$ cat src/design/link_sup_pkg.sv
// Package with constants and carrier types for the link restart and test supervisor.
package link_sup_pkg;

    localparam int unsigned CLK_HZ           = 10_000_000;
    localparam int unsigned TICK_MS          = 1;
    localparam int unsigned TICK_CYCLES      = CLK_HZ / 1000 * TICK_MS;
    localparam int unsigned DATA_RESTART_S   = 4;
    localparam int unsigned START_RESTART_S  = 50;
    localparam int unsigned TEST_RESTART_S   = 60;
    localparam int unsigned PATTERN_TIMEOUT_S = 45;
    localparam int unsigned RATE_BLINK_MS    = 200;
    localparam int unsigned MGMT_FLASH_MS    = 400;
    localparam int unsigned ERR_FLASH_MS     = 100;
    localparam int unsigned TIMEOUT_BLINK_MS = 250;
    localparam int unsigned DATA_RESTART_MS  = DATA_RESTART_S * 1000;
    localparam int unsigned START_RESTART_MS = START_RESTART_S * 1000;
    localparam int unsigned TEST_RESTART_MS  = TEST_RESTART_S * 1000;
    localparam int unsigned PATTERN_TIMEOUT_MS = PATTERN_TIMEOUT_S * 1000;
    localparam int unsigned MS_W             = 16;
    localparam int unsigned TICK_W           = 14;

    localparam logic [3:0] ADDR_CTRL   = 4'h0;
    localparam logic [3:0] ADDR_STATUS = 4'h1;
    localparam logic [3:0] ADDR_IRQ    = 4'h2;
    localparam logic [3:0] ADDR_MASK   = 4'h3;
    localparam logic [7:0] CTRL_RESET  = 8'h00;
    localparam logic [7:0] MASK_RESET  = 8'h00;
    localparam int unsigned CTRL_LOCAL_LOOP = 0;
    localparam int unsigned CTRL_FAR_LOOP   = 1;
    localparam int unsigned CTRL_PATTERN    = 2;
    localparam int unsigned EV_RESTART  = 0;
    localparam int unsigned EV_TIMEOUT  = 1;
    localparam int unsigned EV_LINK_UP  = 2;
    localparam int unsigned EV_ERROR    = 3;

    typedef enum logic [1:0] {
        ST_STARTUP,
        ST_DATA
    } link_state_e;

    typedef enum logic [1:0] {
        LOOP_NONE,
        LOOP_MODE1,
        LOOP_MODE2
    } loop_mode_e;

    typedef struct packed {
        logic no_signal_lamp;
        logic error_lamp;
        logic test_mode_lamp;
        logic sync_loss_lamp;
        logic line_link_lamp;
        logic trunk_link_lamp;
    } lamps_s;

    typedef struct packed {
        logic to_terminal;
        logic to_line;
        logic to_framer;
        logic pattern_on_line;
    } path_s;

endpackage
$ cat src/design/link_restart_test_supervisor.sv
// Supervisor for link restart, pattern test timeout, loop control and front lamps.
//
// Overview of operation
// - The line-link lamp is lit exactly while the framer reports framed packets.
// - In data mode four seconds of unbroken unframed packets cause a restart.
// - The restart interval is 50 s in start-up and 60 s with the pattern on or as far loop end.
// - The pattern generator stops itself after 45 s and the normal data path returns.
// - After a pattern timeout the error lamp blinks until the pattern switch goes to normal.
// - The error lamp flashes once per CRC error outside a pattern test, or per bit error during one.
// - At power-up only, an unsupported rate setting blinks the test-mode lamp every 200 ms.
// - The test-mode lamp glows steadily in any local or remotely requested test mode.
// - A valid management packet flashes the test-mode lamp for 400 ms.
// - The no-signal lamp is lit while there is no connection with the remote unit.
// - The sync-loss lamp shows sync loss, or the transmit clock status in unframed mode.
// - The trunk-link lamp is lit solidly while a valid trunk connection is present.
// - The pattern bypasses the framer and goes out on the line unframed.
// - A local loop returns data toward the local terminal interface.
// - A far loop returns received data to the line and still passes it to the framer.
// - A local loop enters mode 1 when unlinked and mode 2 when already linked.
module link_restart_test_supervisor
    import link_sup_pkg::*;
#(
    parameter int unsigned TICK_DIV = TICK_CYCLES
) (
    input  wire logic       mclk,
    input  wire logic       rst_n,
    input  wire logic [3:0] addr,
    input  wire logic [7:0] wdata,
    input  wire logic       wr,
    input  wire logic       rd,
    output logic      [7:0] rdata,
    input  wire logic       framed_rx,
    input  wire logic       crc_error,
    input  wire logic       bit_error,
    input  wire logic       rate_unsupported,
    input  wire logic       mgmt_packet_ok,
    input  wire logic       far_loopback,
    input  wire logic       sync_lost,
    input  wire logic       unframed_mode,
    input  wire logic       tx_clock_bad,
    input  wire logic       trunk_valid,
    input  wire logic       pattern_switch,
    input  wire logic       local_loop_switch,
    output lamps_s          lamps,
    output path_s           path,
    output loop_mode_e      loop_mode,
    output logic            restart,
    output logic            irq
);

    ////////////////////////////////////////////////////////////////////////////////
    // Reset release and pin synchronisers.

    localparam int unsigned NPIN = 12;

    logic [1:0]      rst_sync;
    logic            rst_ok_n;
    logic [NPIN-1:0] pin_raw;
    logic [NPIN-1:0] pin_s1;
    logic [NPIN-1:0] pin_s2;

    always_ff @(posedge mclk or negedge rst_n) begin
        if (!rst_n) begin
            rst_sync <= 2'h0;
        end else begin
            rst_sync <= {rst_sync[0], 1'b1};
        end
    end
    assign rst_ok_n = rst_sync[1];

    assign pin_raw = {framed_rx,
                      crc_error,
                      bit_error,
                      rate_unsupported,
                      mgmt_packet_ok,
                      far_loopback,
                      sync_lost,
                      unframed_mode,
                      tx_clock_bad,
                      trunk_valid,
                      pattern_switch,
                      local_loop_switch};

    // Every pin crosses from outside; the first stage feeds only the second.
    always_ff @(posedge mclk or negedge rst_ok_n) begin
        if (!rst_ok_n) begin
            pin_s1 <= '0;
            pin_s2 <= '0;
        end else begin
            pin_s1 <= pin_raw;
            pin_s2 <= pin_s1;
        end
    end

    logic s_framed;
    logic s_crc;
    logic s_bit;
    logic s_rate;
    logic s_mgmt;
    logic s_far;
    logic s_sync;
    logic s_unfr;
    logic s_txbad;
    logic s_trunk;
    logic s_pat;
    logic s_loop;
    assign {s_framed,
            s_crc,
            s_bit,
            s_rate,
            s_mgmt,
            s_far,
            s_sync,
            s_unfr,
            s_txbad,
            s_trunk,
            s_pat,
            s_loop} = pin_s2;

    ////////////////////////////////////////////////////////////////////////////////
    // State.

    typedef struct packed {
        logic [TICK_W-1:0] tick_cnt;
        logic              tick;
        link_state_e       lstate;
        logic [MS_W-1:0]   unframed_ms;
        logic [MS_W-1:0]   pattern_ms;
        logic              pattern_run;
        logic              pattern_timed_out;
        logic [MS_W-1:0]   flash_ms;
        logic [MS_W-1:0]   mgmt_ms;
        logic [MS_W-1:0]   blink_ms;
        logic              blink;
        logic              powerup;
        logic              crc_d;
        logic              bit_d;
        logic              mgmt_d;
        logic [7:0]        ctrl;
        logic [7:0]        ev;
        logic [7:0]        mask;
        logic [7:0]        rdata;
        loop_mode_e        lmode;
        lamps_s            lamps;
        path_s             path;
        logic              restart;
        logic              irq;
    } state_s;

    state_s st_reg;
    state_s st_next;

    function automatic logic [MS_W-1:0] restart_limit(input link_state_e s,
                                                      input logic pat, input logic far);
        if (pat || far) begin
            restart_limit = MS_W'(TEST_RESTART_MS);
        end else if (s == ST_STARTUP) begin
            restart_limit = MS_W'(START_RESTART_MS);
        end else begin
            restart_limit = MS_W'(DATA_RESTART_MS);
        end
    endfunction

    // Rising edge of a synchronised pin against its copy from the cycle before.
    function automatic logic rose(input logic now, input logic was);
        rose = now && !was;
    endfunction

    // Millisecond down-counter for the flash timers; it parks at zero instead of wrapping.
    function automatic logic [MS_W-1:0] count_down(input logic [MS_W-1:0] v,
                                                   input logic            tk);
        if (tk && v != '0) begin
            count_down = v - 1'b1;
        end else begin
            count_down = v;
        end
    endfunction

    // Read-only status view; the field order lives here only.
    function automatic logic [7:0] status_word(input state_s s);
        status_word = {2'b00,
                       s.lmode,
                       s.pattern_timed_out,
                       s.pattern_run,
                       1'b0,
                       s.lstate == ST_DATA};
    endfunction

    ////////////////////////////////////////////////////////////////////////////////
    // Next-state logic.

    always_comb begin
        logic [7:0] ev_set;
        logic       loop_req;
        logic       far_req;
        logic       pat_req;
        logic       linked;
        logic       do_restart;
        ev_set   = 8'h00;
        st_next  = st_reg;
        loop_req = s_loop | st_reg.ctrl[CTRL_LOCAL_LOOP];
        far_req  = s_far | st_reg.ctrl[CTRL_FAR_LOOP];
        pat_req  = s_pat | st_reg.ctrl[CTRL_PATTERN];
        linked   = (st_reg.lstate == ST_DATA);
        do_restart = 1'b0;

        // Free-running millisecond tick.
        st_next.tick = 1'b0;
        if (st_reg.tick_cnt == TICK_W'(TICK_DIV - 1)) begin
            st_next.tick_cnt = '0;
            st_next.tick     = 1'b1;
        end else begin
            st_next.tick_cnt = st_reg.tick_cnt + 1'b1;
        end

        // Restart supervision on consecutive unframed packets.
        if (s_framed) begin
            st_next.unframed_ms = '0;
            if (st_reg.lstate == ST_STARTUP) begin
                ev_set[EV_LINK_UP] = 1'b1;
            end
            st_next.lstate = ST_DATA;
        end else if (st_reg.tick) begin
            if (st_reg.unframed_ms + 1'b1 >= restart_limit(st_reg.lstate,
                                                            st_reg.pattern_run, far_req)) begin
                do_restart = 1'b1;
            end else begin
                st_next.unframed_ms = st_reg.unframed_ms + 1'b1;
            end
        end
        if (do_restart) begin
            st_next.unframed_ms = '0;
            st_next.lstate      = ST_STARTUP;
            ev_set[EV_RESTART]  = 1'b1;
        end
        st_next.restart = do_restart;

        // Pattern generator with self timeout; a new run needs the switch back to normal.
        if (!pat_req) begin
            st_next.pattern_run       = 1'b0;
            st_next.pattern_timed_out = 1'b0;
            st_next.pattern_ms        = '0;
        end else if (st_reg.lmode == LOOP_MODE2) begin
            // The generator has no path to the line in loop mode 2, so it is held off.
            st_next.pattern_run = 1'b0;
            st_next.pattern_ms  = '0;
        end else if (!st_reg.pattern_timed_out) begin
            st_next.pattern_run = 1'b1;
            if (st_reg.tick) begin
                if (st_reg.pattern_ms + 1'b1 >= MS_W'(PATTERN_TIMEOUT_MS)) begin
                    st_next.pattern_run       = 1'b0;
                    st_next.pattern_timed_out = 1'b1;
                    ev_set[EV_TIMEOUT]        = 1'b1;
                end else begin
                    st_next.pattern_ms = st_reg.pattern_ms + 1'b1;
                end
            end
        end

        // A stopped pattern restarts the unframed count, so the short data-mode limit does
        // not fire in the few cycles before framed packets return.
        if (st_reg.pattern_run && !st_next.pattern_run) begin
            st_next.unframed_ms = '0;
        end

        // Loop mode chosen by link status at the moment of the request.
        if (!loop_req) begin
            st_next.lmode = LOOP_NONE;
        end else if (st_reg.lmode == LOOP_NONE) begin
            st_next.lmode = linked ? LOOP_MODE2 : LOOP_MODE1;
        end

        // Data path steering.
        st_next.path.to_terminal     = (st_next.lmode != LOOP_NONE);
        st_next.path.to_line         = far_req;
        st_next.path.to_framer       = ~st_next.pattern_run;
        st_next.path.pattern_on_line = st_next.pattern_run;

        // Error flash per error edge, blink after timeout.
        st_next.crc_d = s_crc;
        st_next.bit_d = s_bit;
        if ((rose(s_crc, st_reg.crc_d) && !st_reg.pattern_run) ||
            (rose(s_bit, st_reg.bit_d) && st_reg.pattern_run)) begin
            st_next.flash_ms  = MS_W'(ERR_FLASH_MS);
            ev_set[EV_ERROR]  = 1'b1;
        end else begin
            st_next.flash_ms = count_down(st_reg.flash_ms, st_reg.tick);
        end

        // Management packet flash.
        st_next.mgmt_d = s_mgmt;
        if (rose(s_mgmt, st_reg.mgmt_d)) begin
            st_next.mgmt_ms = MS_W'(MGMT_FLASH_MS);
        end else begin
            st_next.mgmt_ms = count_down(st_reg.mgmt_ms, st_reg.tick);
        end

        // Shared blink base, one toggle per half rate period.
        if (st_reg.tick) begin
            if (st_reg.blink_ms + 1'b1 >= MS_W'(RATE_BLINK_MS / 2)) begin
                st_next.blink_ms = '0;
                st_next.blink    = ~st_reg.blink;
            end else begin
                st_next.blink_ms = st_reg.blink_ms + 1'b1;
            end
        end
        // Power-up window ends at the first link; the rate check is not repeated later.
        if (st_reg.lstate == ST_DATA) begin
            st_next.powerup = 1'b0;
        end

        // Lamps.
        st_next.lamps.line_link_lamp  = s_framed;
        st_next.lamps.no_signal_lamp  = (st_next.lstate == ST_STARTUP);
        st_next.lamps.sync_loss_lamp  = s_unfr ? s_txbad : s_sync;
        st_next.lamps.trunk_link_lamp = s_trunk;
        st_next.lamps.error_lamp      = st_next.pattern_timed_out ? st_reg.blink
                                                                  : (st_next.flash_ms != '0);
        if (st_reg.powerup && s_rate) begin
            st_next.lamps.test_mode_lamp = st_reg.blink;
        end else begin
            st_next.lamps.test_mode_lamp = (st_next.lmode != LOOP_NONE) || far_req ||
                                           st_next.pattern_run || (st_next.mgmt_ms != '0);
        end

        // Register port: IRQ bits write-one-to-clear, set wins over clear.
        st_next.rdata = 8'h00;
        if (wr) begin
            case (addr)
                ADDR_CTRL: st_next.ctrl = wdata;
                ADDR_IRQ:  st_next.ev   = st_reg.ev & ~wdata;
                ADDR_MASK: st_next.mask = wdata;
                default:   ;
            endcase
        end
        st_next.ev = st_next.ev | ev_set;
        if (rd) begin
            case (addr)
                ADDR_CTRL:   st_next.rdata = st_reg.ctrl;
                ADDR_STATUS: st_next.rdata = status_word(st_reg);
                ADDR_IRQ:    st_next.rdata = st_reg.ev;
                ADDR_MASK:   st_next.rdata = st_reg.mask;
                default:     st_next.rdata = 8'h00;
            endcase
        end
        st_next.irq = |(st_next.ev & st_next.mask);
    end

    ////////////////////////////////////////////////////////////////////////////////
    // State register.

    always_ff @(posedge mclk or negedge rst_ok_n) begin
        if (!rst_ok_n) begin
            st_reg                      <= '0;
            st_reg.lstate               <= ST_STARTUP;
            st_reg.lmode                <= LOOP_NONE;
            st_reg.powerup              <= 1'b1;
            st_reg.ctrl                 <= CTRL_RESET;
            st_reg.mask                 <= MASK_RESET;
            st_reg.lamps.no_signal_lamp <= 1'b1;
            st_reg.path.to_framer       <= 1'b1;
        end else begin
            st_reg <= st_next;
        end
    end

    assign rdata     = st_reg.rdata;
    assign lamps     = st_reg.lamps;
    assign path      = st_reg.path;
    assign loop_mode = st_reg.lmode;
    assign restart   = st_reg.restart;
    assign irq       = st_reg.irq;

endmodule

$ cat config.mk
export PLATFORM = sky130hd
export DESIGN_NAME = link_restart_test_supervisor
export DESIGN_NICKNAME = d
export VERILOG_FILES = /design/src/design/link_sup_pkg.sv /design/src/design/link_restart_test_supervisor.sv
export SDC_FILE = /design/constraint.sdc
export NUM_CORES = 1
export LEC_CHECK = 0
export ABC_AREA = 1
export BUFFER_PORTS_ARGS = -buffer_cell sky130_fd_sc_hd__buf_2
export CAP_MARGIN = 20
export CORE_MARGIN = 5
export CORE_UTILIZATION = 50
export DETAILED_ROUTE_END_ITERATION = 7
export PLACE_DENSITY = 0.74
export SETUP_SLACK_MARGIN = 0.5
export SLEW_MARGIN = 5
export SYNTH_ARGS = -nofsm -noshare
export SYNTH_HDL_FRONTEND = slang
export SYNTH_SLANG_ARGS = --single-unit
$ cat constraint.sdc
create_clock -name mclk -period 8.6 [get_ports mclk]
set_clock_uncertainty 0.2 [all_clocks]
set_input_delay 0.86 -clock mclk [delete_from_list [all_inputs] [get_ports mclk]]
set_output_delay 0.86 -clock mclk [all_outputs]
set_load 0.02 [all_outputs]
==> impl_metrics.tcl, run 1 <==
set metrics [dict create \
    floorplan.core_area_um2 18600 \
    clkSinkCount 175 \
    fin_cells 1498 \
    post-route-period-util 0.405 \
    first_pass_iters 5 \
    maxCapViolations 0 \
    detailedRoute.firstIterationViolations 509 \
    start_util 0.505 \
    route.detailed.drc 0 \
    rrSetupSlack_ns 5.12 \
    worst_hold_path_type "reg2async" \
    cp.arrival_ns 3.66 \
    grt-ovfl-total 0 \
    synthFlopType "sky130_fd_sc_hd__dfrtp_1" \
    io_pins 50 \
    seq_area_frac_synth 0.466 \
    ys_types 47 \
    layout-drive-gt1-share 0.104 \
    routed_wire_per_std_cell_um 13.2 \
    worstReg2RegStart "st_reg[117]$_DFFE_PN0P_" \
    crit_path_start_kind "flop" \
    total_power_draw_mw 1.80 \
    endpoint_required_time_on_the_critical_path_ns 8.78 \
    clock_latency_ns 0.44 \
    syn_to_final_growth_pct 10.2 \
    total_half_perimeter_wirelength_after_legalization_and_detailed_placement_um 14100 \
    cts_tree "yes" \
    max_slew.worst_pin.slew_ns 0.921 \
    postSynthRegisterBits 175 \
    cts-resized-gates 0 \
    grt_max_degree 78 \
    worst_r2r_path_depth 20 \
    grt_pass1_wl_um 34300 \
    power-per-cell-area_nw_per_um2 174 \
    antenna_found_initial 0 \
    fmaxAchievable_mhz 287 \
    ys.warnings.count 0 \
    finalWirelength_um 19800 \
    antenna_cells_inserted 0 \
    rsz_0062_raised_after_global_routing "false" \
    cts_hold_buf 1 \
    tritoncts_buffers 17 \
    timing.critical_path.to "st_reg[119]$_DFFE_PN0P_" \
    drt_antenna_net_count 0 \
    floorplan.die_area_um2 21700 \
    layout.core_utilization 0.556 \
    clkTransAtPathRegs_ns 0.07 \
    viasPerCell 5.06 \
    ctsHtreeMaxLevel 4 \
    rows 50 \
    netlist.top_cell.by_area "sky130_fd_sc_hd__dfrtp_1" \
    post-route-cell-area_um2 10400 \
    final-hold-violation-count 0 \
    total_leakage_power_nw 5.49 \
    grt_use_total 0.191 \
    dieHeight_um 147 \
    timing.critical_path.to_type "flop" \
    synth_instances 1217 \
    syn_avg_cell_area_um2 7.73 \
    nets 1298 \
    grt_pass1_vias 7235 \
    relSlewSlack 0.380 \
    critical_path_class "reg2reg" \
    gpl.final_weighted_congestion 0.877 \
    finalSetupViolations 0 \
    via_count 7574 \
    clock_path_buffers 2 \
    synth_enable_flop_cells 0 \
    timing.rr.end "st_reg[119]$_DFFE_PN0P_" \
    synthesis.area_um2 9410 \
    i_o_buffers 49 \
    drv_slew 0 \
    post_synth_main_area_contributors "sky130_fd_sc_hd__dfrtp_1 (46%), sky130_fd_sc_hd__nand2_1 (14%), sky130_fd_sc_hd__inv_1 (6.7%)" \
    peakVddDrop_mv 0.146 \
    fp.dieW_um 147 \
    place_inst 1464 \
    post_synth_most_frequent_cells "sky130_fd_sc_hd__nand2_1 (344), sky130_fd_sc_hd__dfrtp_1 (172), sky130_fd_sc_hd__inv_1 (169)" \
    place_area_um2 9710 \
    synth.most_common_cell "sky130_fd_sc_hd__nand2_1" \
    synth_nets 1264 \
    cts.repair_timing.setup_buffer_count 0 \
    yosys.area.top_type_share 0.457 \
    cp_max_fo 12 \
    postSynth.asyncResetShare 1.00 \
    critical_path.startpoint "st_reg[117]$_DFFE_PN0P_" \
    ctsRootBufferMaster "sky130_fd_sc_hd__clkbuf_16" \
    finalSetupTns_ns 0 \
    final_critical_period_ns 3.48 \
    largest_reg_flops 127 \
    run_status "complete, no violations" \
]
-- metal layers --
layer / vias to the layer above / GRT usage / part of all wire
li1: 3860 / - / -
met1: 3544 / 0.256 / 0.47
met2: 144 / 0.315 / 0.47
met3: 26 / 0.0336 / 0.038
met4: 0 / 0.0671 / 0.017
met5: - / 0 / 0
-- cells by family after synthesis --
logic type	count (synthesis)	synth area share
mux	1	0.00120
other cells	1	0.000398
fa+ha+maj	19	0.0253
simple gates	664	0.303
flops	175	0.466
xor+xnor	50	0.0465
compound gates	91	0.0585
buf+inv	216	0.0993
-- stage by stage --
| stage | hold slack (ns) | worst slack, ns |
|---|---|---|
| finish | 0.0566 | 5.12 |
| global route | 0.110 | 4.66 |
| CTS | 0.0752 | 5.11 |
| detailed placement | 0.0712 | 5.14 |
| global placement | 0.0642 | 5.28 |
| floorplan | 0.131 | 3.17 |
-- power by group --
| group | leakage [nW] | switching (mW) | internal (mW) |
|---|---|---|---|
| Clock | 0.297 | 0.363 | 0.443 |
| Combinational | 2.94 | 0.0829 | 0.0332 |
| Sequential | 2.26 | 0.0223 | 0.857 |
-- critical path: stages (launching register included) --
cell	delay, ns
sky130_fd_sc_hd__dfrtp_1	0.39
sky130_fd_sc_hd__ha_1	0.20
sky130_fd_sc_hd__nand2_1	0.08
sky130_fd_sc_hd__nor2_1	0.16
sky130_fd_sc_hd__nand3_1	0.17
sky130_fd_sc_hd__nor3_1	0.30
sky130_fd_sc_hd__nand3_1	0.14
sky130_fd_sc_hd__xor2_1	0.15
sky130_fd_sc_hd__inv_1	0.07
sky130_fd_sc_hd__ha_1	0.28
sky130_fd_sc_hd__nand3_1	0.08
sky130_fd_sc_hd__nand2_1	0.06
sky130_fd_sc_hd__a211oi_1	0.18
sky130_fd_sc_hd__nand2_1	0.09
sky130_fd_sc_hd__nor2_1	0.09
sky130_fd_sc_hd__nand2_1	0.09
sky130_fd_sc_hd__nand2_1	0.31
sky130_fd_sc_hd__nand3_1	0.13
sky130_fd_sc_hd__inv_1	0.08
sky130_fd_sc_hd__nand3_1	0.07
sky130_fd_sc_hd__nand2_1	0.09
-- worst min path at each step --
stage          cells after the start  slack, ns             startpoint                 end
4_1_cts                            0       0.08  rst_sync[1]$_DFF_PN0_  lamps[0]$_DFF_PN0_
2_1_floorplan                      0       0.13    pin_s2[2]$_DFF_PN0_  lamps[0]$_DFF_PN0_
3_5_place_dp                       0       0.07  rst_sync[1]$_DFF_PN0_  lamps[0]$_DFF_PN0_
3_3_place_gp                       0       0.06  rst_sync[1]$_DFF_PN0_  lamps[0]$_DFF_PN0_
6_report                           0       0.06  rst_sync[1]$_DFF_PN0_  lamps[0]$_DFF_PN0_
5_1_grt                            0       0.11  rst_sync[1]$_DFF_PN0_  lamps[2]$_DFF_PN0_
-- cell usage in the layout (no fill, tap or decap), types with 2 or more instances in the layout --
cell type	instances
sky130_fd_sc_hd__xor2_1	40
sky130_fd_sc_hd__o21ai_0	48
sky130_fd_sc_hd__buf_4	5
sky130_fd_sc_hd__buf_2	49
sky130_fd_sc_hd__inv_2	3
sky130_fd_sc_hd__nor2_1	144
sky130_fd_sc_hd__nor3b_1	5
sky130_fd_sc_hd__nor3_2	4
sky130_fd_sc_hd__dfrtp_1	171
sky130_fd_sc_hd__o22ai_1	6
sky130_fd_sc_hd__o22ai_2	2
sky130_fd_sc_hd__inv_8	5
sky130_fd_sc_hd__nand2_2	7
sky130_fd_sc_hd__clkinv_1	3
sky130_fd_sc_hd__inv_6	3
sky130_fd_sc_hd__nor2_2	7
sky130_fd_sc_hd__clkbuf_16	17
sky130_fd_sc_hd__bufinv_16	2
sky130_fd_sc_hd__xnor2_1	10
sky130_fd_sc_hd__a221oi_1	5
sky130_fd_sc_hd__a21oi_1	13
sky130_fd_sc_hd__a22o_1	2
sky130_fd_sc_hd__nand3b_1	10
sky130_fd_sc_hd__nor3_1	14
sky130_fd_sc_hd__nand2_1	344
sky130_fd_sc_hd__nand3_2	3
sky130_fd_sc_hd__nor4_1	3
sky130_fd_sc_hd__nand3_1	103
sky130_fd_sc_hd__nand4_1	13
sky130_fd_sc_hd__ha_1	19
sky130_fd_sc_hd__inv_1	169
sky130_fd_sc_hd__dfstp_2	3
sky130_fd_sc_hd__o21ai_2	9
sky130_fd_sc_hd__clkinv_4	2
sky130_fd_sc_hd__clkinvlp_4	2
-- area by class of cell --
class | instances | area, um2
clock buffer | 17 | 425
clock inverter | 15 | 191
fill | 1749 | 8270
inverter | 175 | 657
multi-input combinational | 826 | 4100
sequential | 175 | 4390
tap | 234 | 293
timing repair buffer | 56 | 320
Note: power is estimated with default switching activity, not from simulation.
==> run 2, diff against run 1 <==
--- a/config.mk
+++ b/config.mk
@@ -11,7 +11,7 @@
 export CORE_MARGIN = 5
 export CORE_UTILIZATION = 50
 export DETAILED_ROUTE_END_ITERATION = 7
-export PLACE_DENSITY = 0.74
+export PLACE_DENSITY = 0.77
 export SETUP_SLACK_MARGIN = 0.5
 export SLEW_MARGIN = 5
 export SYNTH_ARGS = -nofsm -noshare
==> constraint.sdc (replaced) <==
create_clock -name mclk -period 3 [get_ports mclk]
set_clock_uncertainty 0.2 [all_clocks]
set_input_delay 0.3 -clock mclk [delete_from_list [all_inputs] [get_ports mclk]]
set_output_delay 0.3 -clock mclk [all_outputs]
set_load 0.02 [all_outputs]
==> run 2 against run 1 <==
The flow now finishes with violations (negative setup slack). Global-route usage up 1.8 points. Sequential power grew to 2.9 times the previous value. Count of clock-buffer cells in the layout stayed put. Utilization is 4.8 points higher. Clock power increased to 2.7 times the previous value. Via count is 7.6% higher. Total power rose to 2.8 times the previous value. Die area is the same. Sequential share of layout area fell by 3.3 points. Hold slack got worse by 0.040 ns. First-iteration DRC count increased by 24%. Critical endpoint is now st_reg[120]$_DFFE_PN0P_. Largest cell class is now multi-input combinational cells. Largest power group unchanged.
==> impl_metrics.tcl, run 2 (synthesis results as in run 1) <==
set metrics [dict create \
    grt_max_degree 107 \
    nets 1375 \
    finalSetupTns_ns -2.01 \
    detailedRoute.firstIterationViolations 630 \
    rows 50 \
    rsz_0062_raised_after_global_routing "true" \
    timing.critical_path.to_type "flop" \
    drv_slew 0 \
    cp_max_fo 6 \
    maxCapViolations 0 \
    via_count 8152 \
    drt_antenna_net_count 0 \
    final.fill_count 1580 \
    largest_reg_flops 127 \
    floorplan.die_area_um2 21700 \
    failing_checks "negative setup slack" \
    worst_hold_path_type "in2reg" \
    clkTransAtPathRegs_ns 0.07 \
    gpl.final_weighted_congestion 0.902 \
    finalWirelength_um 22400 \
    relSlewSlack 0.389 \
    fmaxAchievable_mhz 320 \
    cts_tree "yes" \
    grt_use_total 0.209 \
    floorplan.core_area_um2 18600 \
    layout-drive-gt1-share 0.178 \
    total_switching_power_mw 1.38 \
    worst_path_setup_slack_after_routing_ns -0.126 \
    worst_r2r_path_depth 21 \
    io_pins 50 \
    seq_power_share 0.497 \
    dieHeight_um 147 \
    finalSetupViolations 20 \
    clock_path_buffers 2 \
    total_leakage_power_nw 5.87 \
    power.share.combinational 0.078 \
    antenna_found_initial 1 \
    hold-path-cell-count 3 \
    clock_power_frac 0.425 \
    most_frequent_cells_in_the_layout "sky130_fd_sc_hd__nand2_1 (334), sky130_fd_sc_hd__dfrtp_1 (167), sky130_fd_sc_hd__inv_1 (160), sky130_fd_sc_hd__nor2_1 (136), sky130_fd_sc_hd__nand3_1 (92)" \
    ctsHtreeMaxLevel 4 \
    total_power_draw_mw 5.07 \
    cellInternalPower_mw 3.69 \
    grt_pass1_wl_um 37100 \
    syn_to_final_growth_pct 19.6 \
    route.detailed.drc 0 \
    ctsRootBufferMaster "sky130_fd_sc_hd__clkbuf_16" \
    clkSinkCount 175 \
    viasPerCell 5.18 \
    grt_pass1_vias 7961 \
    critical_path_class "reg2reg" \
    routed_wire_per_std_cell_um 14.2 \
    power-per-cell-area_nw_per_um2 450 \
    first_pass_iters 6 \
    mostFrequentLayoutCell "sky130_fd_sc_hd__nand2_1" \
    endpoint_required_time_on_the_critical_path_ns 3.13 \
    antenna_cells_inserted 0 \
    post-route-period-util 1.04 \
    final-hold-violation-count 0 \
    cp.arrival_ns 3.25 \
    i_o_buffers 49 \
    clock_latency_ns 0.44 \
    max_slew.worst_pin.slew_ns 0.908 \
    peakVddDrop_mv 0.351 \
    final_critical_period_ns 3.13 \
    start_util 0.505 \
    tritoncts_buffers 17 \
    total_half_perimeter_wirelength_after_legalization_and_detailed_placement_um 14700 \
    power.switching_fraction 0.272 \
    fp.dieW_um 147 \
    run_status "finished, violations left" \
    crit_path_start_kind "flop" \
    grt-ovfl-total 0 \
]
[run 2: power by group through the flow]
stage                     Sequential, mW  Clock, mW  Combinational [mW]
after CTS                           2.52       2.20               0.371
final                               2.52       2.15               0.398
after detailed placement            2.56          0               0.341
after global placement              2.56          0               0.334
after floorplan                     2.57          0               0.226
after global routing                2.53       2.30               0.446
[run 2: timing repair]
action,CTS,global route
gates resized for setup,16,53
endpoints found under the hold margin,24,0
hold buffers,22,0
cloned,1,1
pin swaps,22,16
endpoints found under the setup margin,38,45
buffers inserted,20,22
[run 2: through the flow]
step	worst slack (ns)	utilization	cells	hold WS (ns)	area, um2
finish	-0.126	0.604	1575	0.0169	11300
global route	-0.339	0.604	1575	0.0116	11300
CTS	-0.0458	0.583	1552	0.00285	10900
detailed placement	-0.111	0.529	1477	-0.110	9860
global placement	0.0386	0.529	1477	-0.113	9860
floorplan	0.181	-	1217	-0.196	9450
[run 2: worst paths after layout]
path                                         start                 endpoint  slack [ns]
hold / removal                            wdata[1]   st_reg[39]$_DFFE_PN0P_        0.02
min in group asynchronous    rst_sync[1]$_DFF_PN0_     st_reg[83]$_DFF_PN0_        0.04
max in group asynchronous    rst_sync[1]$_DFF_PN0_    st_reg[135]$_DFF_PN0_        1.67
hold reg to reg              rst_sync[1]$_DFF_PN0_     st_reg[83]$_DFF_PN0_        0.04
setup / recovery           st_reg[118]$_DFFE_PN0P_  st_reg[120]$_DFFE_PN0P_       -0.13
setup reg to reg           st_reg[118]$_DFFE_PN0P_  st_reg[120]$_DFFE_PN0P_       -0.13
[run 2: final cells by class]
class	instances	area, um2	area share
clock buffer	17	425	0.0378
clock inverter	15	143	0.0127
inverter	175	661	0.0587
multi-input combinational	828	4410	0.392
sequential	175	4390	0.390
tap	234	293	0.0260
timing repair buffer	131	932	0.0828
[run 2: critical path, cell delays in order (launching register included)]
cell and delay, ns:
sky130_fd_sc_hd__dfrtp_1 0.43, sky130_fd_sc_hd__ha_2 0.24, sky130_fd_sc_hd__nand2_4 0.06, sky130_fd_sc_hd__nor2_4 0.12
sky130_fd_sc_hd__nand3_4 0.10, sky130_fd_sc_hd__nor3_4 0.14, sky130_fd_sc_hd__buf_4 0.14, sky130_fd_sc_hd__buf_6 0.09
sky130_fd_sc_hd__xnor2_2 0.10, sky130_fd_sc_hd__inv_1 0.09, sky130_fd_sc_hd__ha_1 0.28, sky130_fd_sc_hd__nand2_1 0.07
sky130_fd_sc_hd__nor2_1 0.11, sky130_fd_sc_hd__nand3_1 0.11, sky130_fd_sc_hd__nand2_1 0.12, sky130_fd_sc_hd__nor2_2 0.06
sky130_fd_sc_hd__nand2_4 0.15, sky130_fd_sc_hd__nand3_4 0.15, sky130_fd_sc_hd__nand2_1 0.11, sky130_fd_sc_hd__inv_1 0.04
sky130_fd_sc_hd__nand3_1 0.07, sky130_fd_sc_hd__nand2_1 0.06
[run 2: per-layer routing]
metal	wire, um	track usage	vias to the layer above	share of wire
li1	-	-	4022	-
met1	9590	0.269	3857	0.43
met2	11100	0.346	225	0.50
met3	1150	0.0426	46	0.051
met4	535	0.0857	2	0.024
met5	7	0	-	0.00031
